### src/design/csp_defines.svh
`ifndef CSP_DEFINES_SVH
`define CSP_DEFINES_SVH

// Register indexes on the bus; byte address is four times the index
`define CSP_IDX_INDIRECT 4'h0
`define CSP_IDX_PCL 4'h2
`define CSP_IDX_FLAGS 4'h3
`define CSP_IDX_POINTER 4'h4
`define CSP_IDX_LATCH 4'ha

// Same registers as seen by an instruction's 7-bit file field
`define CSP_FILE_INDIRECT 7'h00
`define CSP_FILE_PCL 7'h02
`define CSP_FILE_FLAGS 7'h03
`define CSP_FILE_POINTER 7'h04
`define CSP_FILE_LATCH 7'h0a

// Field positions in core_flags
`define CSP_BIT_C 0
`define CSP_BIT_DC 1
`define CSP_BIT_Z 2
`define CSP_BIT_SLEEP 3
`define CSP_BIT_WDOG 4
`define CSP_BIT_BANK 5

// Reset values and interrupt vector
`define CSP_FLAGS_POR 8'h18
`define CSP_PC_RESET 13'h0000
`define CSP_LATCH_RESET 5'h00
`define CSP_POINTER_RESET 8'h00
`define CSP_IRQ_VECTOR 13'h0004

`endif

### src/design/csp_pkg.sv
`default_nettype none

package csp_pkg;

	typedef enum logic [3:0] {
		ALU_PASS,
		ALU_PASS_Z,
		ALU_ADD,
		ALU_SUB,
		ALU_AND,
		ALU_OR,
		ALU_XOR,
		ALU_RL,
		ALU_RR
	} csp_alu_e;

	typedef enum logic [1:0] {BR_NONE, BR_JUMP, BR_CALL, BR_RETURN} csp_branch_e;

	typedef enum logic [1:0] {BUS_IDLE, BUS_FETCH, BUS_ANSWER} csp_bus_e;

endpackage : csp_pkg

`default_nettype wire
### src/design/csp_core.sv
`include "csp_defines.svh"
`default_nettype none

// Notes on behaviour
// Flag-affecting ops to the flag register set Z, DC, C from the result.
// Watchdog-expiry and sleep-entered flags are never changed by writes.
// Bank select bit picks 80h-FFh when one, 00h-7Fh when zero.
// Watchdog flag set by power-up, watchdog clear, sleep; cleared by time-out.
// Sleep flag set by power-up or watchdog clear; cleared by sleep.
// Zero flag is one exactly when the result is zero.
// Add and subtract: DC is the carry out of result bit 3.
// Add and subtract: C is the carry out of the top result bit.
// Subtract adds the two's complement; C and DC read as inverted borrows.
// Rotates load C with the bit shifted out of the source.
// Counter is 13 bits; low byte readable and writable, top five hidden.
// Every reset clears the whole program counter.
// Writing the low byte loads the top five bits from the latch.
// Jump and call take 11 bits; latch bits 4:3 give the rest.
// Call and interrupt push the full 13-bit counter.
// The latch only holds the top bits; it never reads back the counter.
// Core registers answer at the same offset from either bank.
// Software keeps the two reserved bits above the bank bit at zero.
// Software bumps the latch for each low-byte rollover in tables.
// Software should alter the flag register only with non-flag ops.
// Loading, pushing or popping leaves the latch contents unchanged.
// The indirect port reaches memory at the pointer; no storage of its own.
module csp_core
	import csp_pkg::*;
(
	input wire logic clk, // 25 MHz instruction clock
	input wire logic sys_rst, // Power-on or brown-out reset
	input wire logic core_rst, // Other resets, one-cycle pulse
	input wire logic [5:0] avs_address, // Byte address
	input wire logic avs_read, // Read request
	input wire logic avs_write, // Write request
	input wire logic [3:0] avs_byteenable, // Lane 0 carries the register
	input wire logic [31:0] avs_writedata, // Write data
	output logic [31:0] avs_readdata, // Read data
	output logic avs_waitrequest, // Low in the answering cycle
	input wire logic op_valid, // Instruction ready to execute
	output logic op_ready, // Core accepts the instruction
	input wire csp_alu_e op_alu, // Operation
	input wire logic [7:0] op_a, // File or source operand
	input wire logic [7:0] op_b, // Second operand
	input wire logic op_to_file, // Result goes to a file register
	input wire logic [6:0] op_file, // Direct file address
	input wire csp_branch_e op_branch, // Flow change
	input wire logic [10:0] op_target, // In-page target
	input wire logic [12:0] pop_addr, // Return address from the stack
	input wire logic sleep_exec, // Instruction is sleep
	input wire logic wdt_clear, // Instruction is watchdog clear
	input wire logic wdt_timeout, // Watchdog expired, pulse
	input wire logic irq_take, // Take interrupt instead of the op
	output logic push_valid, // Push a return address
	output logic [12:0] push_addr, // Address pushed
	output logic [12:0] pc, // Program counter
	output logic [7:0] core_flags, // Flag register
	output logic [7:0] indirect_pointer, // Indirect pointer
	output logic [7:0] pc_high_latch, // High latch, top bits zero
	output logic [7:0] w_data, // Result bound for the work register
	output logic w_we, // Work register write
	output logic [7:0] mem_addr, // Data memory address
	output logic [7:0] mem_wdata, // Data memory write data
	output logic mem_we, // Data memory write
	input wire logic [7:0] mem_rdata // Data memory read, same cycle
);

	////////////////////////////////////////////////////////////////////
	csp_bus_e state, next_state;
	logic [31:0] next_readdata;
	logic [3:0] idx;
	logic req, bus_we;
	logic exec, irq_go;
	logic [7:0] alu_res;
	logic [8:0] sum9;
	logic [4:0] sum4;
	logic aff_z, aff_dc, aff_c, res_c, res_dc;
	logic file_core;
	logic [12:0] next_pc, next_push_addr;
	logic next_push_valid;
	logic [7:0] next_flags, next_pointer;
	logic [4:0] latch, next_latch;
	logic [7:0] next_w_data, next_mem_addr, next_mem_wdata;
	logic next_w_we, next_mem_we;

	assign idx = avs_address[5:2];
	assign req = avs_read | avs_write;
	// Bus takes the core for three cycles; instructions wait meanwhile
	assign op_ready = (state == BUS_IDLE) && !req;
	assign avs_waitrequest = (state != BUS_ANSWER);
	assign bus_we = (state == BUS_ANSWER) && avs_write && avs_byteenable[0];
	assign irq_go = irq_take && op_ready;
	assign exec = op_valid && op_ready && !irq_go;
	assign pc_high_latch = {3'h0, latch};
	// Core registers decoded on the file field alone, so both banks see them
	assign file_core = (op_file == `CSP_FILE_INDIRECT) || (op_file == `CSP_FILE_PCL) ||
		(op_file == `CSP_FILE_FLAGS) || (op_file == `CSP_FILE_POINTER) ||
		(op_file == `CSP_FILE_LATCH);

	////////////////////////////////////////////////////////////////////
	always_comb begin
		sum9 = 9'h000;
		sum4 = 5'h00;
		alu_res = op_a;
		aff_z = 1'b0;
		aff_dc = 1'b0;
		aff_c = 1'b0;
		res_c = 1'b0;
		res_dc = 1'b0;
		case (op_alu)
			ALU_PASS: begin
				alu_res = op_a;
			end
			ALU_PASS_Z: begin
				aff_z = 1'b1;
			end
			ALU_ADD, ALU_SUB: begin
				if (op_alu == ALU_ADD) begin
					sum9 = {1'b0, op_a} + {1'b0, op_b};
					sum4 = {1'b0, op_a[3:0]} + {1'b0, op_b[3:0]};
				end else begin
					// Borrow shows as an inverted carry
					sum9 = {1'b0, op_a} + {1'b0, ~op_b} + 9'h001;
					sum4 = {1'b0, op_a[3:0]} + {1'b0, ~op_b[3:0]} + 5'h01;
				end
				alu_res = sum9[7:0];
				res_c = sum9[8];
				res_dc = sum4[4];
				aff_z = 1'b1;
				aff_dc = 1'b1;
				aff_c = 1'b1;
			end
			ALU_AND: begin
				alu_res = op_a & op_b;
				aff_z = 1'b1;
			end
			ALU_OR: begin
				alu_res = op_a | op_b;
				aff_z = 1'b1;
			end
			ALU_XOR: begin
				alu_res = op_a ^ op_b;
				aff_z = 1'b1;
			end
			ALU_RL: begin
				alu_res = {op_a[6:0], core_flags[`CSP_BIT_C]};
				res_c = op_a[7];
				aff_c = 1'b1;
			end
			ALU_RR: begin
				alu_res = {core_flags[`CSP_BIT_C], op_a[7:1]};
				res_c = op_a[0];
				aff_c = 1'b1;
			end
			default: begin
				alu_res = op_a;
			end
		endcase
	end

	////////////////////////////////////////////////////////////////////
	// Flags, pointer and latch
	always_comb begin
		next_flags = core_flags;
		next_pointer = indirect_pointer;
		next_latch = latch;
		if (exec && op_to_file) begin
			case (op_file)
				`CSP_FILE_FLAGS: begin
					next_flags[7:5] = alu_res[7:5];
					next_flags[2:0] = alu_res[2:0];
				end
				`CSP_FILE_POINTER: next_pointer = alu_res;
				`CSP_FILE_LATCH: next_latch = alu_res[4:0];
				default: next_latch = latch;
			endcase
		end
		// Arithmetic outcome overrides any write to the same bits
		if (exec && aff_z) begin
			next_flags[`CSP_BIT_Z] = (alu_res == 8'h00);
		end
		if (exec && aff_dc) begin
			next_flags[`CSP_BIT_DC] = res_dc;
		end
		if (exec && aff_c) begin
			next_flags[`CSP_BIT_C] = res_c;
		end
		if (bus_we) begin
			case (idx)
				`CSP_IDX_FLAGS: begin
					next_flags[7:5] = avs_writedata[7:5];
					next_flags[2:0] = avs_writedata[2:0];
				end
				`CSP_IDX_POINTER: next_pointer = avs_writedata[7:0];
				`CSP_IDX_LATCH: next_latch = avs_writedata[4:0];
				default: next_pointer = indirect_pointer;
			endcase
		end
		if (exec && wdt_clear) begin
			next_flags[`CSP_BIT_WDOG] = 1'b1;
			next_flags[`CSP_BIT_SLEEP] = 1'b1;
		end
		if (exec && sleep_exec) begin
			next_flags[`CSP_BIT_WDOG] = 1'b1;
			next_flags[`CSP_BIT_SLEEP] = 1'b0;
		end
		// Time-out is a hardware event and wins over a coincident clear
		if (wdt_timeout) begin
			next_flags[`CSP_BIT_WDOG] = 1'b0;
		end
		if (core_rst) begin
			next_flags[7:5] = 3'h0;
			next_latch = `CSP_LATCH_RESET;
		end
	end

	////////////////////////////////////////////////////////////////////
	// Program counter and stack push
	always_comb begin
		next_pc = pc;
		next_push_valid = 1'b0;
		next_push_addr = push_addr;
		if (core_rst) begin
			next_pc = `CSP_PC_RESET;
		end else if (irq_go) begin
			next_push_valid = 1'b1;
			next_push_addr = pc;
			next_pc = `CSP_IRQ_VECTOR;
		end else if (exec) begin
			case (op_branch)
				BR_JUMP: next_pc = {latch[4:3], op_target};
				BR_CALL: begin
					next_push_valid = 1'b1;
					next_push_addr = pc + 13'h0001;
					next_pc = {latch[4:3], op_target};
				end
				BR_RETURN: next_pc = pop_addr;
				default: begin
					if (op_to_file && (op_file == `CSP_FILE_PCL)) begin
						next_pc = {latch, alu_res};
					end else begin
						next_pc = pc + 13'h0001;
					end
				end
			endcase
		end else if (bus_we && (idx == `CSP_IDX_PCL)) begin
			next_pc = {latch, avs_writedata[7:0]};
		end
	end

	////////////////////////////////////////////////////////////////////
	// Data memory, work register and bus sequencing
	always_comb begin
		next_state = state;
		next_readdata = avs_readdata;
		next_mem_addr = mem_addr;
		next_mem_wdata = mem_wdata;
		next_mem_we = 1'b0;
		next_w_data = alu_res;
		next_w_we = exec && !op_to_file;
		if (exec && op_to_file && (op_file == `CSP_FILE_INDIRECT)) begin
			next_mem_addr = indirect_pointer;
			next_mem_wdata = alu_res;
			next_mem_we = 1'b1;
		end else if (exec && op_to_file && !file_core) begin
			next_mem_addr = {core_flags[`CSP_BIT_BANK], op_file};
			next_mem_wdata = alu_res;
			next_mem_we = 1'b1;
		end
		case (state)
			BUS_IDLE: begin
				if (req) begin
					next_mem_addr = indirect_pointer;
					next_state = BUS_FETCH;
				end
			end
			BUS_FETCH: begin
				case (idx)
					`CSP_IDX_INDIRECT: next_readdata = {24'h000000, mem_rdata};
					`CSP_IDX_PCL: next_readdata = {24'h000000, pc[7:0]};
					`CSP_IDX_FLAGS: next_readdata = {24'h000000, core_flags};
					`CSP_IDX_POINTER: next_readdata = {24'h000000, indirect_pointer};
					`CSP_IDX_LATCH: next_readdata = {24'h000000, pc_high_latch};
					default: next_readdata = 32'h00000000;
				endcase
				next_state = BUS_ANSWER;
			end
			BUS_ANSWER: begin
				if (bus_we && (idx == `CSP_IDX_INDIRECT)) begin
					next_mem_addr = indirect_pointer;
					next_mem_wdata = avs_writedata[7:0];
					next_mem_we = 1'b1;
				end
				next_state = BUS_IDLE;
			end
			default: next_state = BUS_IDLE;
		endcase
	end

	////////////////////////////////////////////////////////////////////
	always_ff @(posedge clk or posedge sys_rst) begin
		if (sys_rst) begin
			state <= BUS_IDLE;
			avs_readdata <= 32'h00000000;
			pc <= `CSP_PC_RESET;
			push_valid <= 1'b0;
			push_addr <= `CSP_PC_RESET;
			core_flags <= `CSP_FLAGS_POR;
			indirect_pointer <= `CSP_POINTER_RESET;
			latch <= `CSP_LATCH_RESET;
			w_data <= 8'h00;
			w_we <= 1'b0;
			mem_addr <= 8'h00;
			mem_wdata <= 8'h00;
			mem_we <= 1'b0;
		end else begin
			state <= next_state;
			avs_readdata <= next_readdata;
			pc <= next_pc;
			push_valid <= next_push_valid;
			push_addr <= next_push_addr;
			core_flags <= next_flags;
			indirect_pointer <= next_pointer;
			latch <= next_latch;
			w_data <= next_w_data;
			w_we <= next_w_we;
			mem_addr <= next_mem_addr;
			mem_wdata <= next_mem_wdata;
			mem_we <= next_mem_we;
		end
	end
endmodule : csp_core

`default_nettype wire

### config.mk
export PLATFORM = sky130hd
export DESIGN_NAME = csp_core
export DESIGN_NICKNAME = d
export VERILOG_FILES = /design/src/design/csp_pkg.sv /design/src/design/csp_core.sv
export VERILOG_INCLUDE_DIRS = /design/src /design/src/design
export SDC_FILE = /design/constraint.sdc
export NUM_CORES = 1
export LEC_CHECK = 0
export BUFFER_PORTS_ARGS = -buffer_cell sky130_fd_sc_hd__buf_4
export CAP_MARGIN = 20
export CORE_ASPECT_RATIO = 0.75
export CORE_MARGIN = 10
export CORE_UTILIZATION = 40
export CTS_CLUSTER_DIAMETER = 40
export DETAILED_ROUTE_END_ITERATION = 16
export PLACE_DENSITY = 0.7
export SLEW_MARGIN = 20
export SYNTH_ARGS = -nofsm -noshare
export SYNTH_HDL_FRONTEND = slang
export SYNTH_SLANG_ARGS = --single-unit
### constraint.sdc
create_clock -name clk -period 4.1 [get_ports clk]
set_input_delay 0.205 -clock clk [delete_from_list [all_inputs] [get_ports clk]]
set_output_delay 0.205 -clock clk [all_outputs]
set_load 0.02 [all_outputs]
==> results of run 1 <==
[synth_stat cells, drive strengths merged (14+ instances only)]
library cell  count  area share (%)
dfrtp            82              32
a22oi            17             2.0
nor3             23             1.9
nand3            15             1.2
xor2             16             2.2
a31oi            15             1.9
mux2i            14             2.2
o22ai            17             1.9
nor2             58             3.5
nand2            76             4.5
inv              43             2.5
clkbuf           21             1.2
buf              52             5.3
a21oi            44             3.5
o21ai            52             4.2
a221oi           15             2.0
ha               28             5.4
[cells by family after synthesis]
logic type	synth area share, %
AO/OA/AOI/OAI	27.11
XOR/XNOR	3.377
adder cells (fa/ha/maj)	6.021
buffers and inverters	9.051
flip-flops	32.46
multiplexers	2.682
other	0.05784
AND/OR/NAND/NOR	19.24
[metal layers]
metal	vias up	share of wire, %
li1	3001	-
met1	3106	43
met2	375	42
met3	30	13
met4	0	1.2
met5	-	0
[registers in the layout, indices dropped and copies added (netlist names)]
name / count
avs_readdata: 8
core_flags: 8
push_addr: 13
push_valid: 1
mem_wdata: 8
w_we: 1
w_data: 8
latch: 5
mem_we: 1
pc: 13
state: 2
indirect_pointer: 8
mem_addr: 8
[power by group]
| part | switching (W) | total (W) | leakage, nW | internal [W] |
|---|---|---|---|---|
| registers | 0.000215 | 0.00125 | 1.10 | 0.00104 |
| logic | 0.000841 | 0.00142 | 2.47 | 0.000575 |
| clock network | 0.000340 | 0.000874 | 0.149 | 0.000534 |
[worst register-to-register path, delay by kind of cell, from the launching register on]
family             cells  cell delay, ns
AOI/OAI and AO/OA      1            0.16
DFF                    1            0.45
and+or+nand+nor        5            2.08
[layout make-up]
class / count / area (um2) / share of cell area (%)
Multi-Input combinational cell: 587 / 3890 / 48.24
Tap cell: 210 / 262.8 / 3.258
Clock inverter: 6 / 88.84 / 1.102
Timing Repair Buffer: 176 / 1326 / 16.45
Inverter: 43 / 162.7 / 2.017
Clock buffer: 10 / 229.0 / 2.839
Sequential cell: 84 / 2105 / 26.10
[how the worst max path moves through the flow]
| stage | start | end | slack (ns) |
|---|---|---|---|
| floorplan | sys_rst | avs_readdata[0] | 1.73 |
| global placement | op_a[1] | pc[3] | 1.40 |
| detailed placement | op_a[1] | pc[3] | 1.34 |
| CTS | state[1] | core_flags[2] | 1.40 |
| global route | state[0] | core_flags[2] | 1.18 |
| finish | state[1] | core_flags[2] | 1.34 |
[through the flow]
stage / utilization [%] / total power [W] / hold slack [ns] / area [um2] / setup WS (ns)
6_report: 50.51 / 0.003542 / 0.02414 / 8064 / 1.343
5_1_grt: 50.51 / 0.003728 / 0.09522 / 8064 / 1.183
4_1_cts: 50.51 / 0.003549 / 0.06533 / 8064 / 1.401
3_5_place_dp: 48.39 / 0.002667 / 0.3235 / 7726 / 1.337
3_3_place_gp: 48.39 / 0.002648 / 0.3231 / 7726 / 1.397
2_1_floorplan: - / 0.002048 / 0.2344 / 6581 / 1.733
[what timing repair did]
| action | in CTS | in global routing |
|---|---|---|
| hold endpoints to repair | 2 | 0 |
| setup endpoints to repair | 0 | 0 |
| hold buffers | 2 | 0 |
| gates resized for setup | 0 | 0 |
==> flow_summary.toml, run 1 <==
[floorplanning]
rows = 40
dieWidth_um = 167.0
fp.dieArea_um2 = 21750
core_area_um2 = 15970
ios = 225
die_h_um = 130.3
initial_utilization_pct = 40.61

[worst_setup_path]
worstSetupPathDepth = 6
rrSetupSlack_ns = 1.34
arrival_ns = 3.04
worstPathMaxFanout = 14
crit_slowest_cell = "nor4_1"
worstReg2RegEnd = "core_flags[2]"
crit_chain = "nor4_4 > nand3b_1 > nor4_1 > nor4b_2 > and3_1 > a41o_1"
crit_required_ns = 4.38
end_kind = "flip-flop"
max_stage_delay_ns = 0.58
path_buf_inv = 0
start_kind = "flip-flop"
r2r-start = "state[1]"
worstSetupPathType = "reg2reg"
r2r_cells = 6
path_delay_family = "simple AND/OR/NAND/NOR gates"

[timing]
setup_tns_ns = 0
rsz0062_at_grt = "no"
min_period_ns = 2.757
fmax_mhz = 362.7
setup_viol = 0
slew_viol_final = 0
report.final.hold_viol_count = 0
slew_headroom_pct = 39.56
fin_crit_sh_pct = 67.25
tightest_slew_ns = 0.9066
fin_skew_ns = 0.006805

[cts]
htreeDepth = 3
numCtsBuffers = 9
clkLatencyLatePin_ns = 0.34
cts_setup_buffers = 0
cts.path.max_buffers = 2
path_clk_slew_ns = 0.06
cts_tree = "done"
clock-sinks = 84
cts-root-buf = "clkbuf_16"

[detailed_routing]
vias = 6512
firstDrtPassIters = 5
dr.first_iter.drc_count = 741
wl_um = 23090
viasPerCell = 5.835
drcViolationCount = 0
antenna_left = 0
avgRoutedWirePerCell_um = 20.69

[run_status]
status = "finished clean"

[synthesis]
ys_ff_latch = 84
async_flop_share_pct = 100.0
synthDistinctLibCells = 89
syn_area_per_cell_um2 = 8.520
synthCells = 761
synth_area_um2 = 6484
synth-edff-count = 0
ys_warn_count = 0
ys.flop_type = "dfrtp_1"
synth-seq-area-share_pct = 32.46

[placed_design]
hpwl_um = 17670
gp_congestion = 0.9490
io_buffer_count = 168
dp.cells = 1098

[grt]
grt_use_met3_pct = 7.392
track_usage_pct = 20.04
met2_usage_pct = 28.67
grt_pass1_wl_um = 35230
antenna_found_initial = 0
met1_usage_pct = 28.24
grt_busiest_layer = "met2"
grt_pass1_vias = 6173
grt_max_degree = 51
grt_overflow = 0

[pwr]
cellLeakagePower_nw = 3.723
ir_drop_uv = 320.2
p_per_area_nw_per_um2 = 439.3

[cells_and_area]
area_growth_pct = 24.37
num-fill-cells = 1554
nets = 1045
drive_above_1_share_pct = 25.50
layout_common_cells = "buf_4 (174), dfrtp_1 (82), nand2_1 (73)"
final_common_cell = "buf_4"
layoutNonFillerInstCount = 1116
diodes = 0

[job]
cap_violations = 0

[worst_hold_path]
holdCritPathClass = "in2async"
(Power assumes the default switching activity.)
==> run 2, diff against run 1 <==
Settings changed: ABC_AREA from default to 1.
Clock period 4.1 ns to 2.68 ns, I/O delays scaled along.
==> run 2 against run 1 <==
Synthesized cell count grew 28%. Critical path depth increased by 2. Sequential power grew 65%. Area after synthesis is 3.5% higher. Clock skew is essentially flat. Total power up 78%. Routed wire length grew 8.0%. Critical endpoint is now indirect_pointer[1].
==> flow_summary.toml, run 2 <==
[run_status]
status = "finished clean"

[pwr]
p_int_w = 0.003652
swShare_pct = 41.96
p_per_area_nw_per_um2 = 736.8
combPwrFrac_pct = 45.2
seqPwrFrac_pct = 32.8
clockPowerShare_pct = 22.0
cellLeakagePower_nw = 4.409
power_switching_w = 0.002640
ir_drop_uv = 335.8

[synthesis]
synth-edff-count = 0
ys_ff_latch = 84
async_flop_share_pct = 100.0
synthCells = 973
synthTopCellsByCount = "nand2_1 (228), inv_1 (139), nor2_1 (95), o21ai_0 (85), dfrtp_1 (82)"
syn_area_per_cell_um2 = 6.894
ys.flop_type = "dfrtp_1"
synth_area_um2 = 6708
ys_top_cells_by_area = "dfrtp_1 (31%), nand2_1 (13%), inv_1 (7.8%)"
synth_top_area_share_pct = 30.59
synth.most_common_cell = "nand2_1"
ys_warn_count = 0
synth-seq-area-share_pct = 31.37
synthDistinctLibCells = 58
netlist.top_cell.by_area = "dfrtp_1"

[cells_and_area]
num-fill-cells = 1634
largest_registers = "pc (13), push_addr (13)"
layoutNonFillerInstCount = 1368
diodes = 0
area_growth_pct = 27.31
layout_common_cells = "nand2_1 (228), buf_4 (187), inv_1 (138)"
final_common_cell = "nand2_1"
nets = 1297
drive_above_1_share_pct = 20.81
seq_area_um2 = 2105
multi_input_area_um2 = 3857

[timing]
setup_viol = 0
fin_skew_ns = 0.006791
fmax_mhz = 432.1
report.final.hold_viol_count = 0
slew_headroom_pct = 50.40
setup_tns_ns = 0
fin_crit_sh_pct = 86.35
slew_viol_final = 0
tightest_slew_ns = 0.7431
rsz0062_at_grt = "no"
min_period_ns = 2.314

[cts]
numCtsBuffers = 9
clkLatencyLatePin_ns = 0.35
cts_tree = "done"
cts.path.max_buffers = 2
cts_resized = 0
clock-sinks = 84
htreeDepth = 3
cts-root-buf = "clkbuf_16"
path_clk_slew_ns = 0.07

[worst_setup_path]
r2r_cells = 8
crit_required_ns = 2.91
end_kind = "flip-flop"
crit_chain = "inv_1 > nor2_1 > nand3_1 > nor2_1 > nand2_1 > a21boi_0 > o32ai_1 > nor2_1"
worstSetupPathType = "reg2reg"
max_stage_delay_ns = 0.53
r2r-start = "state[1]"
crit_slowest_cell = "dfrtp_1"
rrSetupSlack_ns = 0.37
worstPathMaxFanout = 10
worstReg2RegEnd = "indirect_pointer[1]"
arrival_ns = 2.55
crit_path_frequent_cell = "nor2_1"
start_kind = "flip-flop"

[grt]
track_usage_pct = 21.30
grt_pass1_vias = 7027
grt_pass1_wl_um = 38720
grt_max_degree = 41
antenna_found_initial = 0
grt_overflow = 0

[floorplanning]
fp.dieArea_um2 = 22400
ios = 225
initial_utilization_pct = 41.37
dieWidth_um = 169.5
die_h_um = 132.1
core_area_um2 = 16220
rows = 40

[placed_design]
hpwl_um = 20390
dp.cells = 1348
gp_congestion = 0.9432
io_buffer_count = 168

[detailed_routing]
vias = 7327
dr.first_iter.drc_count = 808
avgRoutedWirePerCell_um = 18.22
wl_um = 24930
viasPerCell = 5.356
firstDrtPassIters = 6
drcViolationCount = 0
antenna_left = 0

[worst_hold_path]
whs_path_depth = 3
min_to = "avs_readdata[1]"
holdCritPathClass = "in2reg"
hp-start = "mem_rdata[1]"

[job]
cap_violations = 0
run 2: power by group through the flow:
stage / combinational (W) / clock [W] / sequential, W
final: 0.00284 / 0.00139 / 0.00206
after global routing: 0.00312 / 0.00144 / 0.00211
after CTS: 0.00286 / 0.00139 / 0.00206
after detailed placement: 0.00284 / 0 / 0.00208
after global placement: 0.00281 / 0 / 0.00207
after floorplan: 0.00124 / 0 / 0.00243
run 2: cell type report:
cell class / count / area share (%)
Timing Repair Buffer: 191 / 16.91
Tap cell: 210 / 3.077
Clock inverter: 7 / 1.158
Sequential cell: 84 / 24.64
Clock buffer: 9 / 2.637
Multi-Input combinational cell: 724 / 45.17
Inverter: 143 / 6.403
run 2: worst max path at each step:
stage / end / slack (ns) / startpoint
6_report: indirect_pointer[1] / 0.37 / state[1]
5_1_grt: indirect_pointer[1] / 0.15 / state[1]
4_1_cts: indirect_pointer[1] / 0.43 / state[1]
3_5_place_dp: core_flags[2] / 0.35 / op_a[0]
3_3_place_gp: core_flags[2] / 0.40 / op_a[0]
2_1_floorplan: avs_readdata[0] / 0.38 / sys_rst
run 2: repair_timing:
item / 4_1_cts / 5_1_grt
hold buffers: 4 / 0
buffers inserted: 0 / 0
hold endpoints to repair: 39 / 0
run 2: per-stage QoR:
| step | cell area [um2] | util [%] | setup slack, ns | hold WS [ns] | total power (W) |
|---|---|---|---|---|---|
| after global placement | 8175 | 50.42 | 0.3952 | 0.2830 | 0.004881 |
| after global routing | 8539 | 52.66 | 0.1486 | 0.1048 | 0.006678 |
| after CTS | 8539 | 52.66 | 0.4290 | 0.08510 | 0.006301 |
| final | 8539 | 52.66 | 0.3659 | 0.08736 | 0.006292 |
| after floorplan | 6805 | - | 0.3842 | 0.2004 | 0.003676 |
| after detailed placement | 8175 | 50.42 | 0.3507 | 0.2783 | 0.004913 |
run 2: kinds of logic (layout without fill, tap and decap cells):
group,Yosys count,count (layout),synth area share (%)
AND/OR/NAND/NOR,421,421,27.25
multiplexers,2,2,0.3171
other,1,27,0.05591
buffers and inverters,191,350,12.57
flip-flops,84,84,31.37
AO/OA/AOI/OAI,236,236,21.56
XOR/XNOR,8,8,1.045
adder cells (fa/ha/maj),30,30,5.820
run 2: layer usage:
layer / global-route usage (%) / routed length (um)
met2: 30.61 / 10410
met3: 6.794 / 2795
met1: 30.55 / 11370
met4: 3.636 / 357
met5: 0 / 0
run 2: critical path: cells and delay by family (launching register included):
family	cells	cell delay (ns)
simple gates	5	1.24
flops	1	0.53
compound gates	2	0.34
buf+inv	1	0.09
